### src/rtl/dswi_pkg.sv
// Package of constants and types for the disc seek and write interface
package dswi_pkg;
  // Clock rate and derived timing
  localparam int unsigned CLK_HZ = 25_000_000;
  localparam int unsigned REV_PERIOD_US = 16_670;
  localparam int unsigned REV_PERIOD_CYC = REV_PERIOD_US * (CLK_HZ / 1_000_000);
  localparam int unsigned MARK_PULSE_NS = 1_000;
  localparam int unsigned MARK_PULSE_CYC = (MARK_PULSE_NS * 25 + 999) / 1_000;
  localparam int unsigned SETTLE_NS = 2_000;
  localparam int unsigned SETTLE_CYC = SETTLE_NS / 40;
  localparam int unsigned WDATA_TIMEOUT_NS = 10_000;
  localparam int unsigned WDATA_TIMEOUT_CYC = WDATA_TIMEOUT_NS / 40;
  localparam int unsigned SPEED_TOL_PCT = 2;
  localparam int unsigned CYL_W = 12;
  localparam logic [11:0] MAX_CYL = 12'h0_3FF;
  localparam int unsigned HEAD_W = 4;
  localparam logic [3:0] HEAD_COUNT = 4'h8;
  localparam logic DIR_IN_LEVEL = 1'b0;
  // Register map over AXI4-Lite
  localparam logic [7:0] ADDR_STATUS = 8'h00;
  localparam logic [7:0] ADDR_IRQ_STAT = 8'h04;
  localparam logic [7:0] ADDR_IRQ_EN = 8'h08;
  localparam logic [7:0] ADDR_IRQ_CLR = 8'h0C;
  localparam logic [7:0] ADDR_CTRL = 8'h10;
  localparam logic [7:0] ADDR_CYL = 8'h14;
  // Control bit positions
  localparam int unsigned CTRL_PWR_OK = 0;
  localparam int unsigned CTRL_WPROT = 1;
  localparam int unsigned CTRL_HEAD_OPEN = 2;
  localparam int unsigned CTRL_HEAD_SHORT = 3;
  localparam int unsigned CTRL_BAD_CURR = 4;
  localparam int unsigned CTRL_OFF_TRACK = 5;
  localparam logic [5:0] CTRL_RESET = 6'h00;
  // Interrupt event positions
  localparam int unsigned EV_FAULT = 0;
  localparam int unsigned EV_SETTLED = 1;
  localparam int unsigned EV_REV = 2;
  localparam int unsigned EV_SPEED = 3;
  localparam int unsigned EV_W = 4;
  localparam logic [1:0] RESP_OKAY = 2'b00;
  localparam logic [1:0] RESP_SLVERR = 2'b10;
  // Seek machine states, one-hot
  typedef enum logic [3:0] {
    DSWI_RECAL = 4'b0001,
    DSWI_IDLE = 4'b0010,
    DSWI_SETTLE = 4'b0100,
    DSWI_LOCKED = 4'b1000
  } dswi_seek_t;
endpackage : dswi_pkg

### src/rtl/dswi_flux_edge.sv
// Rising-difference detector for a differential flux pair
`timescale 1ns/1ns
`default_nettype none
module dswi_flux_edge (
  input wire logic sys_clk,
  input wire logic rst,
  input wire logic pos,
  input wire logic neg,
  output logic edge_seen
);
  typedef struct packed {
    logic prev;
    logic edge_seen;
  } dswi_edge_t;
  dswi_edge_t s, next_s;
  // Positive leg above negative leg counts as one reversal when newly true
  always_comb begin
    next_s.prev = pos & ~neg;
    next_s.edge_seen = (pos & ~neg) & ~s.prev;
  end
  // State register
  always_ff @(posedge sys_clk or posedge rst) begin
    if (rst) begin
      s <= '{prev: 1'b0, edge_seen: 1'b0};
    end else begin
      s <= next_s;
    end
  end
  assign edge_seen = s.edge_seen;
endmodule : dswi_flux_edge
`default_nettype wire

### src/rtl/dswi_pulse_timer.sv
// Free-running period timer that emits a low-going marker each period
`timescale 1ns/1ns
`default_nettype none
module dswi_pulse_timer
  import dswi_pkg::*;
#(
  parameter int unsigned PERIOD = REV_PERIOD_CYC,
  parameter int unsigned WIDTH = MARK_PULSE_CYC
) (
  input wire logic sys_clk,
  input wire logic rst,
  input wire logic run,
  output logic tick,
  output logic marker_n
);
  typedef struct packed {
    logic [31:0] count;
    logic tick;
    logic marker_n;
  } dswi_tmr_t;
  dswi_tmr_t s, next_s;
  // Counter, tick at wrap, marker low for WIDTH cycles
  always_comb begin
    next_s = s;
    next_s.tick = 1'b0;
    if (!run) begin
      next_s.count = 32'h0000_0000;
      next_s.marker_n = 1'b1;
    end else if (s.count == PERIOD - 1) begin
      next_s.count = 32'h0000_0000;
      next_s.tick = 1'b1;
      next_s.marker_n = 1'b0;
    end else begin
      next_s.count = s.count + 32'h0000_0001;
      if (s.count == WIDTH - 1) begin
        next_s.marker_n = 1'b1;
      end
    end
  end
  // State register
  always_ff @(posedge sys_clk or posedge rst) begin
    if (rst) begin
      s <= '{count: 32'h0000_0000, tick: 1'b0, marker_n: 1'b1};
    end else begin
      s <= next_s;
    end
  end
  assign tick = s.tick;
  assign marker_n = s.marker_n;
endmodule : dswi_pulse_timer
`default_nettype wire

### src/rtl/dswi_top.sv
// Drive-side seek, write and fault logic with an AXI4-Lite register slave
//
// The AXI4-Lite register port and the address map were left to the implementer.
`timescale 1ns/1ns
`default_nettype none
module dswi_top
  import dswi_pkg::*;
#(
  parameter int unsigned REV_CYC = REV_PERIOD_CYC,
  parameter logic DIR_IN = DIR_IN_LEVEL
) (
  input wire logic sys_clk,
  input wire logic rst,
  input wire logic drive_select_n,
  input wire logic step_n,
  input wire logic direction_n,
  input wire logic [3:0] head_select_code_n,
  input wire logic write_enable_gate_n,
  input wire logic write_flux_pos,
  input wire logic write_flux_neg,
  input wire logic head_flux_in,
  input wire logic spindle_tick,
  output logic seek_settled_n,
  output logic at_outer_cylinder_n,
  output logic ready_n,
  output logic revolution_marker_n,
  output logic write_unsafe_fault_n,
  output logic read_flux_pos,
  output logic read_flux_neg,
  output logic head_flux_out,
  output logic preamp_write_mode,
  output logic unsafe_sense_current,
  output logic [3:0] head_active,
  output logic irq,
  input wire logic [7:0] s_axi_awaddr,
  input wire logic s_axi_awvalid,
  output logic s_axi_awready,
  input wire logic [31:0] s_axi_wdata,
  input wire logic [3:0] s_axi_wstrb,
  input wire logic s_axi_wvalid,
  output logic s_axi_wready,
  output logic [1:0] s_axi_bresp,
  output logic s_axi_bvalid,
  input wire logic s_axi_bready,
  input wire logic [7:0] s_axi_araddr,
  input wire logic s_axi_arvalid,
  output logic s_axi_arready,
  output logic [31:0] s_axi_rdata,
  output logic [1:0] s_axi_rresp,
  output logic s_axi_rvalid,
  input wire logic s_axi_rready
);
  // Whole state of the block except the timer and flux edge detectors
  typedef struct packed {
    dswi_seek_t seek;
    logic [CYL_W-1:0] cyl;           // Current cylinder
    logic [15:0] settle_cnt;         // Settle delay counter
    logic [15:0] wdata_cnt;          // Cycles since last write transition
    logic [31:0] rev_cnt;            // Cycles since last spindle tick
    logic step_prev;                 // Step line history for edge detect
    logic sel_prev;                  // Select history for deselect edge
    logic fault;                     // Latched write fault
    logic locked;                    // Speed-loss lockout
    logic settled;
    logic outer;
    logic ready;
    logic wmode;
    logic unsafe;
    logic flux_out;
    logic rd_pos;
    logic [3:0] head;
    logic [5:0] ctrl;                // Software-driven condition inputs
    logic [EV_W-1:0] ev_stat;
    logic [EV_W-1:0] ev_en;
    logic irq;
    logic aw_got;
    logic [7:0] aw_addr;
    logic w_got;
    logic [31:0] w_data;
    logic [3:0] w_strb;
    logic bvalid;
    logic [1:0] bresp;
    logic rvalid;
    logic [31:0] rdata;
    logic [1:0] rresp;
  } dswi_state_t;
  dswi_state_t s, next_s;

  logic rev_tick;      // Revolution period tick
  logic marker_n;      // Revolution marker from timer
  logic wr_edge;       // Write-data reversal seen
  logic rd_edge;       // Read-back reversal from head

  // Revolution marker timing, runs only while power is good and no speed lockout stands
  dswi_pulse_timer #(.PERIOD(REV_CYC), .WIDTH(MARK_PULSE_CYC)) u_rev (
    .sys_clk(sys_clk),
    .rst(rst),
    .run(s.ctrl[CTRL_PWR_OK] & ~s.locked),
    .tick(rev_tick),
    .marker_n(marker_n)
  );
  // Write data differential pair
  dswi_flux_edge u_wedge (
    .sys_clk(sys_clk),
    .rst(rst),
    .pos(write_flux_pos),
    .neg(write_flux_neg),
    .edge_seen(wr_edge)
  );
  // Head read-back pair, single ended from the preamp
  dswi_flux_edge u_redge (
    .sys_clk(sys_clk),
    .rst(rst),
    .pos(head_flux_in),
    .neg(1'b0),
    .edge_seen(rd_edge)
  );

  // Next-state logic for seek, fault, flux and register slave
  always_comb begin
    logic selected;
    logic writing;
    logic step_edge;
    logic fault_cause;
    logic speed_bad;
    logic wr_fire;
    logic rd_fire;
    logic [EV_W-1:0] ev_set;
    logic [7:0] wa;
    selected = 1'b0;
    writing = 1'b0;
    step_edge = 1'b0;
    fault_cause = 1'b0;
    speed_bad = 1'b0;
    wr_fire = 1'b0;
    rd_fire = 1'b0;
    ev_set = '0;
    wa = 8'h00;
    next_s = s;
    selected = ~drive_select_n;
    next_s.sel_prev = selected;
    next_s.step_prev = ~step_n;
    // Commands are refused while a fault or lockout stands
    step_edge = selected & ~step_n & ~s.step_prev & ~s.fault & ~s.locked;
    writing = selected & ~write_enable_gate_n & ~s.fault & ~s.locked;

    // Spindle speed watch: tick spacing outside the tolerance band
    next_s.rev_cnt = spindle_tick ? 32'h0000_0000 : s.rev_cnt + 32'h0000_0001;
    if (s.ctrl[CTRL_PWR_OK] && s.seek != DSWI_RECAL) begin
      if (s.rev_cnt > REV_CYC + REV_CYC * SPEED_TOL_PCT / 100) begin
        speed_bad = 1'b1;
      end
      if (spindle_tick && s.rev_cnt < REV_CYC - REV_CYC * SPEED_TOL_PCT / 100) begin
        speed_bad = 1'b1;
      end
    end
    if (speed_bad && !s.locked) begin
      next_s.locked = 1'b1;
      ev_set[EV_SPEED] = 1'b1;
    end

    // Seek machine
    unique case (s.seek)
      DSWI_RECAL: begin
        // Recalibrate to cylinder zero once power is good
        next_s.cyl = '0;
        if (s.ctrl[CTRL_PWR_OK] && spindle_tick) begin
          next_s.seek = DSWI_SETTLE;
          next_s.settle_cnt = '0;
        end
      end
      DSWI_IDLE: begin
        if (step_edge) begin
          // Move one track, clamped at the ends
          if ((direction_n == DIR_IN) && s.cyl != MAX_CYL) begin
            next_s.cyl = s.cyl + 12'h001;
          end else if ((direction_n != DIR_IN) && s.cyl != '0) begin
            next_s.cyl = s.cyl - 12'h001;
          end
          next_s.seek = DSWI_SETTLE;
          next_s.settle_cnt = '0;
        end
      end
      DSWI_SETTLE: begin
        // A further step restarts settling
        if (step_edge) begin
          if ((direction_n == DIR_IN) && s.cyl != MAX_CYL) begin
            next_s.cyl = s.cyl + 12'h001;
          end else if ((direction_n != DIR_IN) && s.cyl != '0) begin
            next_s.cyl = s.cyl - 12'h001;
          end
          next_s.settle_cnt = '0;
        end else if (s.settle_cnt == 16'(SETTLE_CYC - 1)) begin
          next_s.seek = DSWI_IDLE;
          ev_set[EV_SETTLED] = 1'b1;
        end else begin
          next_s.settle_cnt = s.settle_cnt + 16'h0001;
        end
      end
      DSWI_LOCKED: begin
        // Actuator locked until power cycle
        next_s.seek = DSWI_LOCKED;
      end
    endcase
    if (next_s.locked) begin
      next_s.seek = DSWI_LOCKED;
    end
    next_s.settled = (next_s.seek == DSWI_IDLE);
    next_s.outer = (next_s.cyl == '0);
    next_s.ready = (next_s.seek != DSWI_RECAL) & ~next_s.locked
                 & s.ctrl[CTRL_PWR_OK];

    // Head select, lines active low, all high gives head zero
    next_s.head = ~head_select_code_n;

    // Write path and unsafe sense
    next_s.wmode = writing;
    wr_fire = writing & wr_edge;
    if (writing && !wr_edge) begin
      next_s.wdata_cnt = (s.wdata_cnt == 16'hFFFF) ? s.wdata_cnt : s.wdata_cnt + 16'h0001;
    end else begin
      next_s.wdata_cnt = '0;
    end
    next_s.unsafe = writing & (s.wdata_cnt >= 16'(WDATA_TIMEOUT_CYC));
    if (wr_fire) begin
      next_s.flux_out = ~s.flux_out;
    end
    // Read path, one reversal shown as a one-cycle rise
    rd_fire = ~writing & rd_edge;
    next_s.rd_pos = rd_fire;

    // Fault detection while writing
    if (writing) begin
      fault_cause = s.ctrl[CTRL_HEAD_OPEN] | s.ctrl[CTRL_HEAD_SHORT]
                  | s.ctrl[CTRL_BAD_CURR] | s.ctrl[CTRL_OFF_TRACK]
                  | (s.head >= HEAD_COUNT) | speed_bad;
      fault_cause = fault_cause | ~s.settled | ~s.ready
                  | s.ctrl[CTRL_WPROT] | s.unsafe;
    end
    if (fault_cause) begin
      next_s.fault = 1'b1;
      ev_set[EV_FAULT] = 1'b1;
    end else if (s.fault && s.sel_prev && !selected) begin
      // Re-examine conditions on deselect
      next_s.fault = s.ctrl[CTRL_HEAD_OPEN] | s.ctrl[CTRL_HEAD_SHORT]
                   | s.ctrl[CTRL_BAD_CURR] | s.ctrl[CTRL_OFF_TRACK];
    end
    ev_set[EV_REV] = rev_tick;

    // AXI4-Lite write channel, address and data in either order
    next_s.ev_stat = s.ev_stat;
    if (s_axi_awvalid && !s.aw_got) begin
      next_s.aw_got = 1'b1;
      next_s.aw_addr = s_axi_awaddr;
    end
    if (s_axi_wvalid && !s.w_got) begin
      next_s.w_got = 1'b1;
      next_s.w_data = s_axi_wdata;
      next_s.w_strb = s_axi_wstrb;
    end
    if (s.aw_got && s.w_got && !s.bvalid) begin
      wa = {s.aw_addr[7:2], 2'b00};
      next_s.aw_got = 1'b0;
      next_s.w_got = 1'b0;
      next_s.bvalid = 1'b1;
      next_s.bresp = RESP_OKAY;
      if (wa == ADDR_CTRL) begin
        if (s.w_strb[0]) next_s.ctrl = s.w_data[5:0];
      end else if (wa == ADDR_IRQ_EN) begin
        if (s.w_strb[0]) next_s.ev_en = s.w_data[EV_W-1:0];
      end else if (wa == ADDR_IRQ_CLR) begin
        // Clear wins only where no new event arrives
        if (s.w_strb[0]) next_s.ev_stat = s.ev_stat & ~s.w_data[EV_W-1:0];
      end else if (wa != ADDR_STATUS && wa != ADDR_IRQ_STAT && wa != ADDR_CYL) begin
        next_s.bresp = RESP_SLVERR;
      end
    end
    if (s.bvalid && s_axi_bready) begin
      next_s.bvalid = 1'b0;
    end
    next_s.ev_stat = next_s.ev_stat | ev_set;
    next_s.irq = |(next_s.ev_stat & next_s.ev_en);

    // AXI4-Lite read channel
    if (s_axi_arvalid && !s.rvalid) begin
      next_s.rvalid = 1'b1;
      next_s.rresp = RESP_OKAY;
      next_s.rdata = 32'h0000_0000;
      unique case ({s_axi_araddr[7:2], 2'b00})
        ADDR_STATUS: next_s.rdata = {24'h00_0000, s.head, s.fault, s.locked,
                                     s.ready, s.settled};
        ADDR_IRQ_STAT: next_s.rdata = {28'h000_0000, s.ev_stat};
        ADDR_IRQ_EN: next_s.rdata = {28'h000_0000, s.ev_en};
        ADDR_IRQ_CLR: next_s.rdata = 32'h0000_0000;
        ADDR_CTRL: next_s.rdata = {26'h000_0000, s.ctrl};
        ADDR_CYL: next_s.rdata = {20'h0_0000, s.cyl};
        default: next_s.rresp = RESP_SLVERR;
      endcase
    end else if (s.rvalid && s_axi_rready) begin
      next_s.rvalid = 1'b0;
    end
  end

  // State register
  always_ff @(posedge sys_clk or posedge rst) begin
    if (rst) begin
      s <= '0;
      s.seek <= DSWI_RECAL;
      s.ctrl <= CTRL_RESET;
      s.outer <= 1'b1;
    end else begin
      s <= next_s;
    end
  end

  // Outputs straight from flip-flops, active-low lines inverted at the register
  assign seek_settled_n = ~s.settled;
  assign at_outer_cylinder_n = ~s.outer;
  assign ready_n = ~s.ready;
  assign revolution_marker_n = marker_n;
  assign write_unsafe_fault_n = ~s.fault;
  assign read_flux_pos = s.rd_pos;
  assign read_flux_neg = ~s.rd_pos;
  assign head_flux_out = s.flux_out;
  assign preamp_write_mode = s.wmode;
  assign unsafe_sense_current = s.unsafe;
  assign head_active = s.head;
  assign irq = s.irq;
  assign s_axi_awready = ~s.aw_got;
  assign s_axi_wready = ~s.w_got;
  assign s_axi_bvalid = s.bvalid;
  assign s_axi_bresp = s.bresp;
  assign s_axi_arready = ~s.rvalid;
  assign s_axi_rvalid = s.rvalid;
  assign s_axi_rdata = s.rdata;
  assign s_axi_rresp = s.rresp;
endmodule : dswi_top
`default_nettype wire

### config.mk
export PLATFORM = sky130hd
export DESIGN_NAME = dswi_top
export DESIGN_NICKNAME = d
export VERILOG_FILES = /design/src/rtl/dswi_pkg.sv /design/src/rtl/dswi_flux_edge.sv /design/src/rtl/dswi_pulse_timer.sv /design/src/rtl/dswi_top.sv
export SDC_FILE = /design/constraint.sdc
export NUM_CORES = 1
export LEC_CHECK = 0
export BUFFER_PORTS_ARGS = -buffer_cell sky130_fd_sc_hd__buf_2
export CAP_MARGIN = 20
export CORE_MARGIN = 10
export CORE_UTILIZATION = 58
export DETAILED_ROUTE_END_ITERATION = 10
export PLACE_DENSITY = 0.8
export SLEW_MARGIN = 20
export SYNTH_ARGS = -nofsm -noshare
export SYNTH_HDL_FRONTEND = slang
export SYNTH_SLANG_ARGS = --single-unit
### constraint.sdc
create_clock -name sys_clk -period 6.55 [get_ports sys_clk]
set_input_delay 0.3275 -clock sys_clk [delete_from_list [all_inputs] [get_ports sys_clk]]
set_output_delay 0.3275 -clock sys_clk [all_outputs]
set_load 0.03 [all_outputs]
After elaboration in Yosys (flattened, before gate mapping)

Index checks and enable logic that the tools add are counted.
Widths: inputs -> output; s select.

Output and inout bits: 56
Word-level logic and storage cells: 219
Register bits after elaboration: 232
Bits of input ports: 71

Order comparisons: 4
$add $sub $neg: 6
Mux-type cells: 56
Reduce and logical (&&, ||, !) cells: 38
Eq/ne operators: 27
Bitwise operators: 50

Operators with widths:

| operator              | number |
|---|---|
| $mux 32               | 4 |
| $pmux 28 s3           | 1 |
| $mux 16               | 5 |
| $add 32x1->32 const B | 2 |
| $pmux 12 s5           | 1 |
| $mux 37               | 1 |
| $mux 12               | 3 |
| $mux 4                | 9 |
| $add 16x1->16 const B | 2 |
| $eq 32x19->1 const B  | 1 |
| $eq 32x5->1 const B   | 1 |
| $gt 32x19->1 const B  | 1 |
| $lt 32x19->1 const B  | 1 |
| $eq 6x2->1 const B    | 4 |
| $mux 1                | 22 |
| $not 1->1             | 20 |
| $eq 6x3->1 const B    | 3 |
| $logic_and 1x1->1     | 18 |
| $and 1x1->1           | 16 |
| $eq 16x16->1 const B  | 1 |
| $eq 16x6->1 const B   | 1 |
| $ge 16x8->1 const B   | 1 |
| $mux 8                | 2 |
| $pmux 4 s4            | 1 |
| other kinds (32)      | 60 |

Longest topological paths before layout

Depth in word-level cells: 14
Mapped depth: 10
Mapped depth without buffers: 9

Modules after synthesis

From an unflattened synthesis, not the netlist that was laid out.

Cell total of the unflattened synthesis: 1005
Area, all modules: 9619.2 sq um

Modules (own cells, without submodules):

| module           | instances | area an instance (sq um) | cells each | sequential area each (sq um) |
|---|---|---|---|---|
| dswi_top         | 1         | 7546.0                   | 794        | 3530.9 |
| dswi_pulse_timer | 1         | 1928.1                   | 201        | 852.1 |
| dswi_flux_edge   | 2         | 72.6                     | 5          | 50.0 |

Worst setup path before layout

No wires, ideal clock.

Path type: flip-flop to flip-flop
Start: register s[179] (netlist name)
End: register s[108] (netlist name)
Arrival time: 2220 ps
Required time: 6475 ps
Clock period less this slack: 2295 ps
Cell stages (with the launch flop): 9
Buffers on the path: 0
Setup time: 75 ps
Path slack: 4255 ps
Path through: dfrtp_1 > ha_1 > nand3b_1 > or2_2 > o221a_1 > a21boi_1 > mux2i_1 > or4_1 > nor3_2

RTL lines:

| element                | RTL line        | source |
|---|---|---|
| from (decl)            | dswi_top.sv:87  | `dswi_state_t s, next_s;` |
| from (signal assigned) | dswi_top.sv:312 | `s <= next_s;` |

Worst setup path in the final report

Start: register s[190] (netlist name)
End: register s[175] (netlist name)

Word-level cells in the longest chain between the ends: 3
Elaborated cells between the ends (all ways): 9
Those cells by class: eq/ne (6); mux (1); reduce/logical (2)

RTL lines:

| element                                      | RTL line        | source |
|---|---|---|
| $eq 4x3->1 (tied with other cells)           | dswi_top.sv:163 | `unique case (s.seek)` |
| $ne 3x3->1 (no line) (tied with other cells) | --              |  |
| $reduce_and 4->1 (no line)                   | --              |  |

Several ways; a longest one is shown, not always the timed one.
A chain may end at the register's enable or synchronous reset.

==> impl_summary.txt <==
----------------------------------------------------
[Finish]
  Fill cell instance count of the final layout ... 1266
  Storage cell area ... 4480 µm²
  Fraction of layout cells with a size suffix above 1 ... 14.9%
  Post-layout net count ... 1103
  Utilization after layout ... 65.5%
  Multi-input gate area ... 4430 µm²
  Finished Layout Cells ... 1249
  Final Cell Area ... 10400 µm²
  Area delta synth->final ... 10.7%
  Number of diodes added for antenna fixing ... 0

[Die]
  Floorplan row count ... 46
  Width of the die ... 148 µm
  Die boundary height ... 148 µm
  Boundary Pins ... 127
  Die outline area ... 21800 µm²
  Initial core utilization ... 59.2%
  Core footprint ... 15900 µm²

[Global route]
  Initial antenna violation count ... 0
  Global-route usage over all layers ... 18.3%
  Overall overflow remaining after global route ... 0
  Wire length of the first global-routing pass ... 33.7 mm
  Pin count of the biggest net entering global routing ... 96
  Number of global-route vias before repair ... 6949

[Setup path]
  Crit-path max FO ... 18
  Category of the worst setup path launch point ... register
  Setup crit end kind ... register
  Critical path data required time ... 6.87 ns
  Arrival time at the worst endpoint ... 3.63 ns
  Worst setup path class ... reg -> reg

[Synthesis]
  Cell area after synthesis ... 9440 µm²
  Number of flops mapped to enable cells by yosys ... 0
  Post-Syn Instances ... 977
  Most instantiated cells after synthesis ... dfrtp_1, nor2_1, nand2_1, xor2_1, nand3_1
  Cell type with the largest total area after synthesis ... dfrtp_1
  Yosys synthesis warning count ... 0
  Most frequent cell after synthesis ... dfrtp_1
  Share of Yosys cell area claimed by the top area cell type ... 46.7%
  Ys flop type ... dfrtp_1
  Cell types with the largest area share after synthesis ... dfrtp_1, nor2_1, xor2_1
  Synth Register Bits ... 179
  Post-synthesis average cell area ... 9.66 µm²
  Synth async-reset ratio ... 100%
  Count of unique library cells instantiated by Yosys ... 77
  Sequential fraction of the synthesis area ... 47.5%

[CTS]
  Longest Clk Path Bufs ... 2
  Clock slew at reported path FFs ... 0.06 ns
  Post-CTS repair timing setup buffer count ... 0
  Post-cts repair resize count ... 0
  TritonCTS Buffers ... 17
  Library cell used as clock root buffer ... clkbuf_16
  CTS Sinks ... 179
  Maximum level of the CTS H-tree ... 4
  Later-pin clock latency in the skew report ... 0.42 ns
  Count of hold buffers inserted by post-cts repair ... 0
  Clock tree from TritonCTS ... done

[STA]
  Maximum operating frequency ... 302 MHz
  Relative slew slack ... 40.9%
  Setup TNS after final layout ... 0 ns
  Final hold violation count ... 0
  Setup repair after global routing missed its margin ... no
  Minimum clock period after layout ... 3.32 ns
  Total setup violations reported at the end of the flow ... 0
  Slew at the pin with the worst max-slew slack ... 0.886 ns
  Worst Hold Margin ... 0.0274 ns
  Max-slew violations ... 0
  Share of the clock period used by the worst path after layout ... 50.6%
  Layout Skew ... 0.0103 ns

[Flow run]
  Number of max-cap violations ... 0

[Power and ir drop]
  Static power due to leakage ... 4.54 nW
  Worst IR Drop VDD ... 0.000202 V
  Power density cells ... 273 nW/µm²

[Detailed routing]
  WL per Instance ... 15.9 µm
  Via count ... 7096
  Pre-Repair DR Iteration Count ... 5
  Remaining antenna violation count after routing ... 0
  Total detailed-routing wirelength ... 19.9 mm
  Drt via density ... 5.68
  Detailed Route Iter0 Violations ... 510
  DRC viols ... 0

[Outcome]
  Outcome ... completed

[Place]
  Count of buffers from port buffering ... 71
  DP HPWL ... 13.7 mm
  Placed Area ... 9710 µm²
  Final GP Congestion ... 0.831
  Placed insts ... 1216

[Worst hold path]
  Class of the most critical hold timing path ... in -> reg

----------------------------------------------------
## metrics by stage
stage,power [mW],setup WS [ns]
after CTS,2.86,3.23
after global routing,2.96,2.99
after global placement,1.63,3.31
final,2.85,3.23
after detailed placement,1.65,3.24
after floorplan,1.56,1.37
## logic make-up after synthesis
kind of cell,Yosys count,synth area share [%]
muxes,40,4.59
adders and majority gates,12,1.59
AOI/OAI and AO/OA,125,9.29
other,1,0.0397
buffers and inverters,112,6.40
DFF,179,47.5
xor gates and xnor gates,75,6.96
and+or+nand+nor,433,23.6
## power breakdown
part / internal (mW) / switching [mW]
combinational: 0.135 / 0.205
clock: 0.788 / 0.432
sequential: 1.20 / 0.0845
total: 2.13 / 0.721
## sequential cells by signal, indices dropped and copies added (netlist names)
| name | cells |
|---|---|
| head_active | 4 |
| head_flux_out | 1 |
| irq | 1 |
| preamp_write_mode | 1 |
| read_flux_pos | 1 |
| s | 116 |
| s_axi_bresp | 1 |
| s_axi_bvalid | 1 |
| s_axi_rdata | 12 |
| s_axi_rresp | 1 |
| s_axi_rvalid | 1 |
| u_redge.edge_seen | 1 |
| u_redge.s | 1 |
| u_rev.marker_n | 1 |
| u_rev.s | 32 |
| u_rev.tick | 1 |
| u_wedge.edge_seen | 1 |
| u_wedge.s | 1 |
| unsafe_sense_current | 1 |
## path summary, 6_finish.rpt
path	startpoint	endpoint	slack, ns	cells past startpoint
worst max-delay path	s[190]	s[175]	3.23	6
worst min-delay path	head_flux_in	u_redge.s[1]	0.03	1
worst max register to register	s[190]	s[175]	3.23	6
worst min register to register	u_wedge.s[1]	u_wedge.edge_seen	0.40	1
max in group asynchronous	rst	s[118]	5.21	3
min in group asynchronous	rst	u_rev.s[9]	0.07	2
## worst max-delay path, cell delays in order, from the launching register on
cell,delay [ns]
dfstp_2,0.59
or4b_1,0.77
o21a_1,0.30
a21oi_1,0.69
nand2_1,0.25
or4_1,0.52
o311ai_1,0.08
## routing by layer
| layer | GRT usage (%) | wire length (µm) | vias to the layer above |
|---|---|---|---|
| li1 | - | - | 3452 |
| met1 | 24.1 | 9030 | 3437 |
| met2 | 29.5 | 9670 | 187 |
| met3 | 3.75 | 954 | 20 |
| met4 | 6.44 | 241 | 0 |
| met5 | 0 | 0 | - |
## layout by cell type, fill, tap and decap left out, types with 7 or more instances in the layout
cell,n
or3_1,11
and4_1,8
a21oi_1,17
ha_1,12
nor2b_1,14
conb_1,22
mux2i_1,14
o21ai_0,35
nor2_1,134
and3_1,22
bufinv_16,7
nand3_1,47
dfrtp_1,176
nand2b_1,7
nor3_1,18
and2_1,8
clkbuf_16,17
mux2_2,25
nor4_1,20
a22o_1,7
nand4_1,31
xor2_1,48
buf_2,71
nand2_1,79
xnor2_1,27
inv_1,40
## final cells by class
cell class / instances / share of cell area, %
Timing Repair Buffer: 74 / 3.72
Clock buffer: 20 / 4.47
Tap cell: 216 / 2.59
Clock inverter: 12 / 2.37
Sequential cell: 179 / 42.9
Multi-Input combinational cell: 707 / 42.4
Inverter: 41 / 1.52
Power figures use the tool's default switching activity.
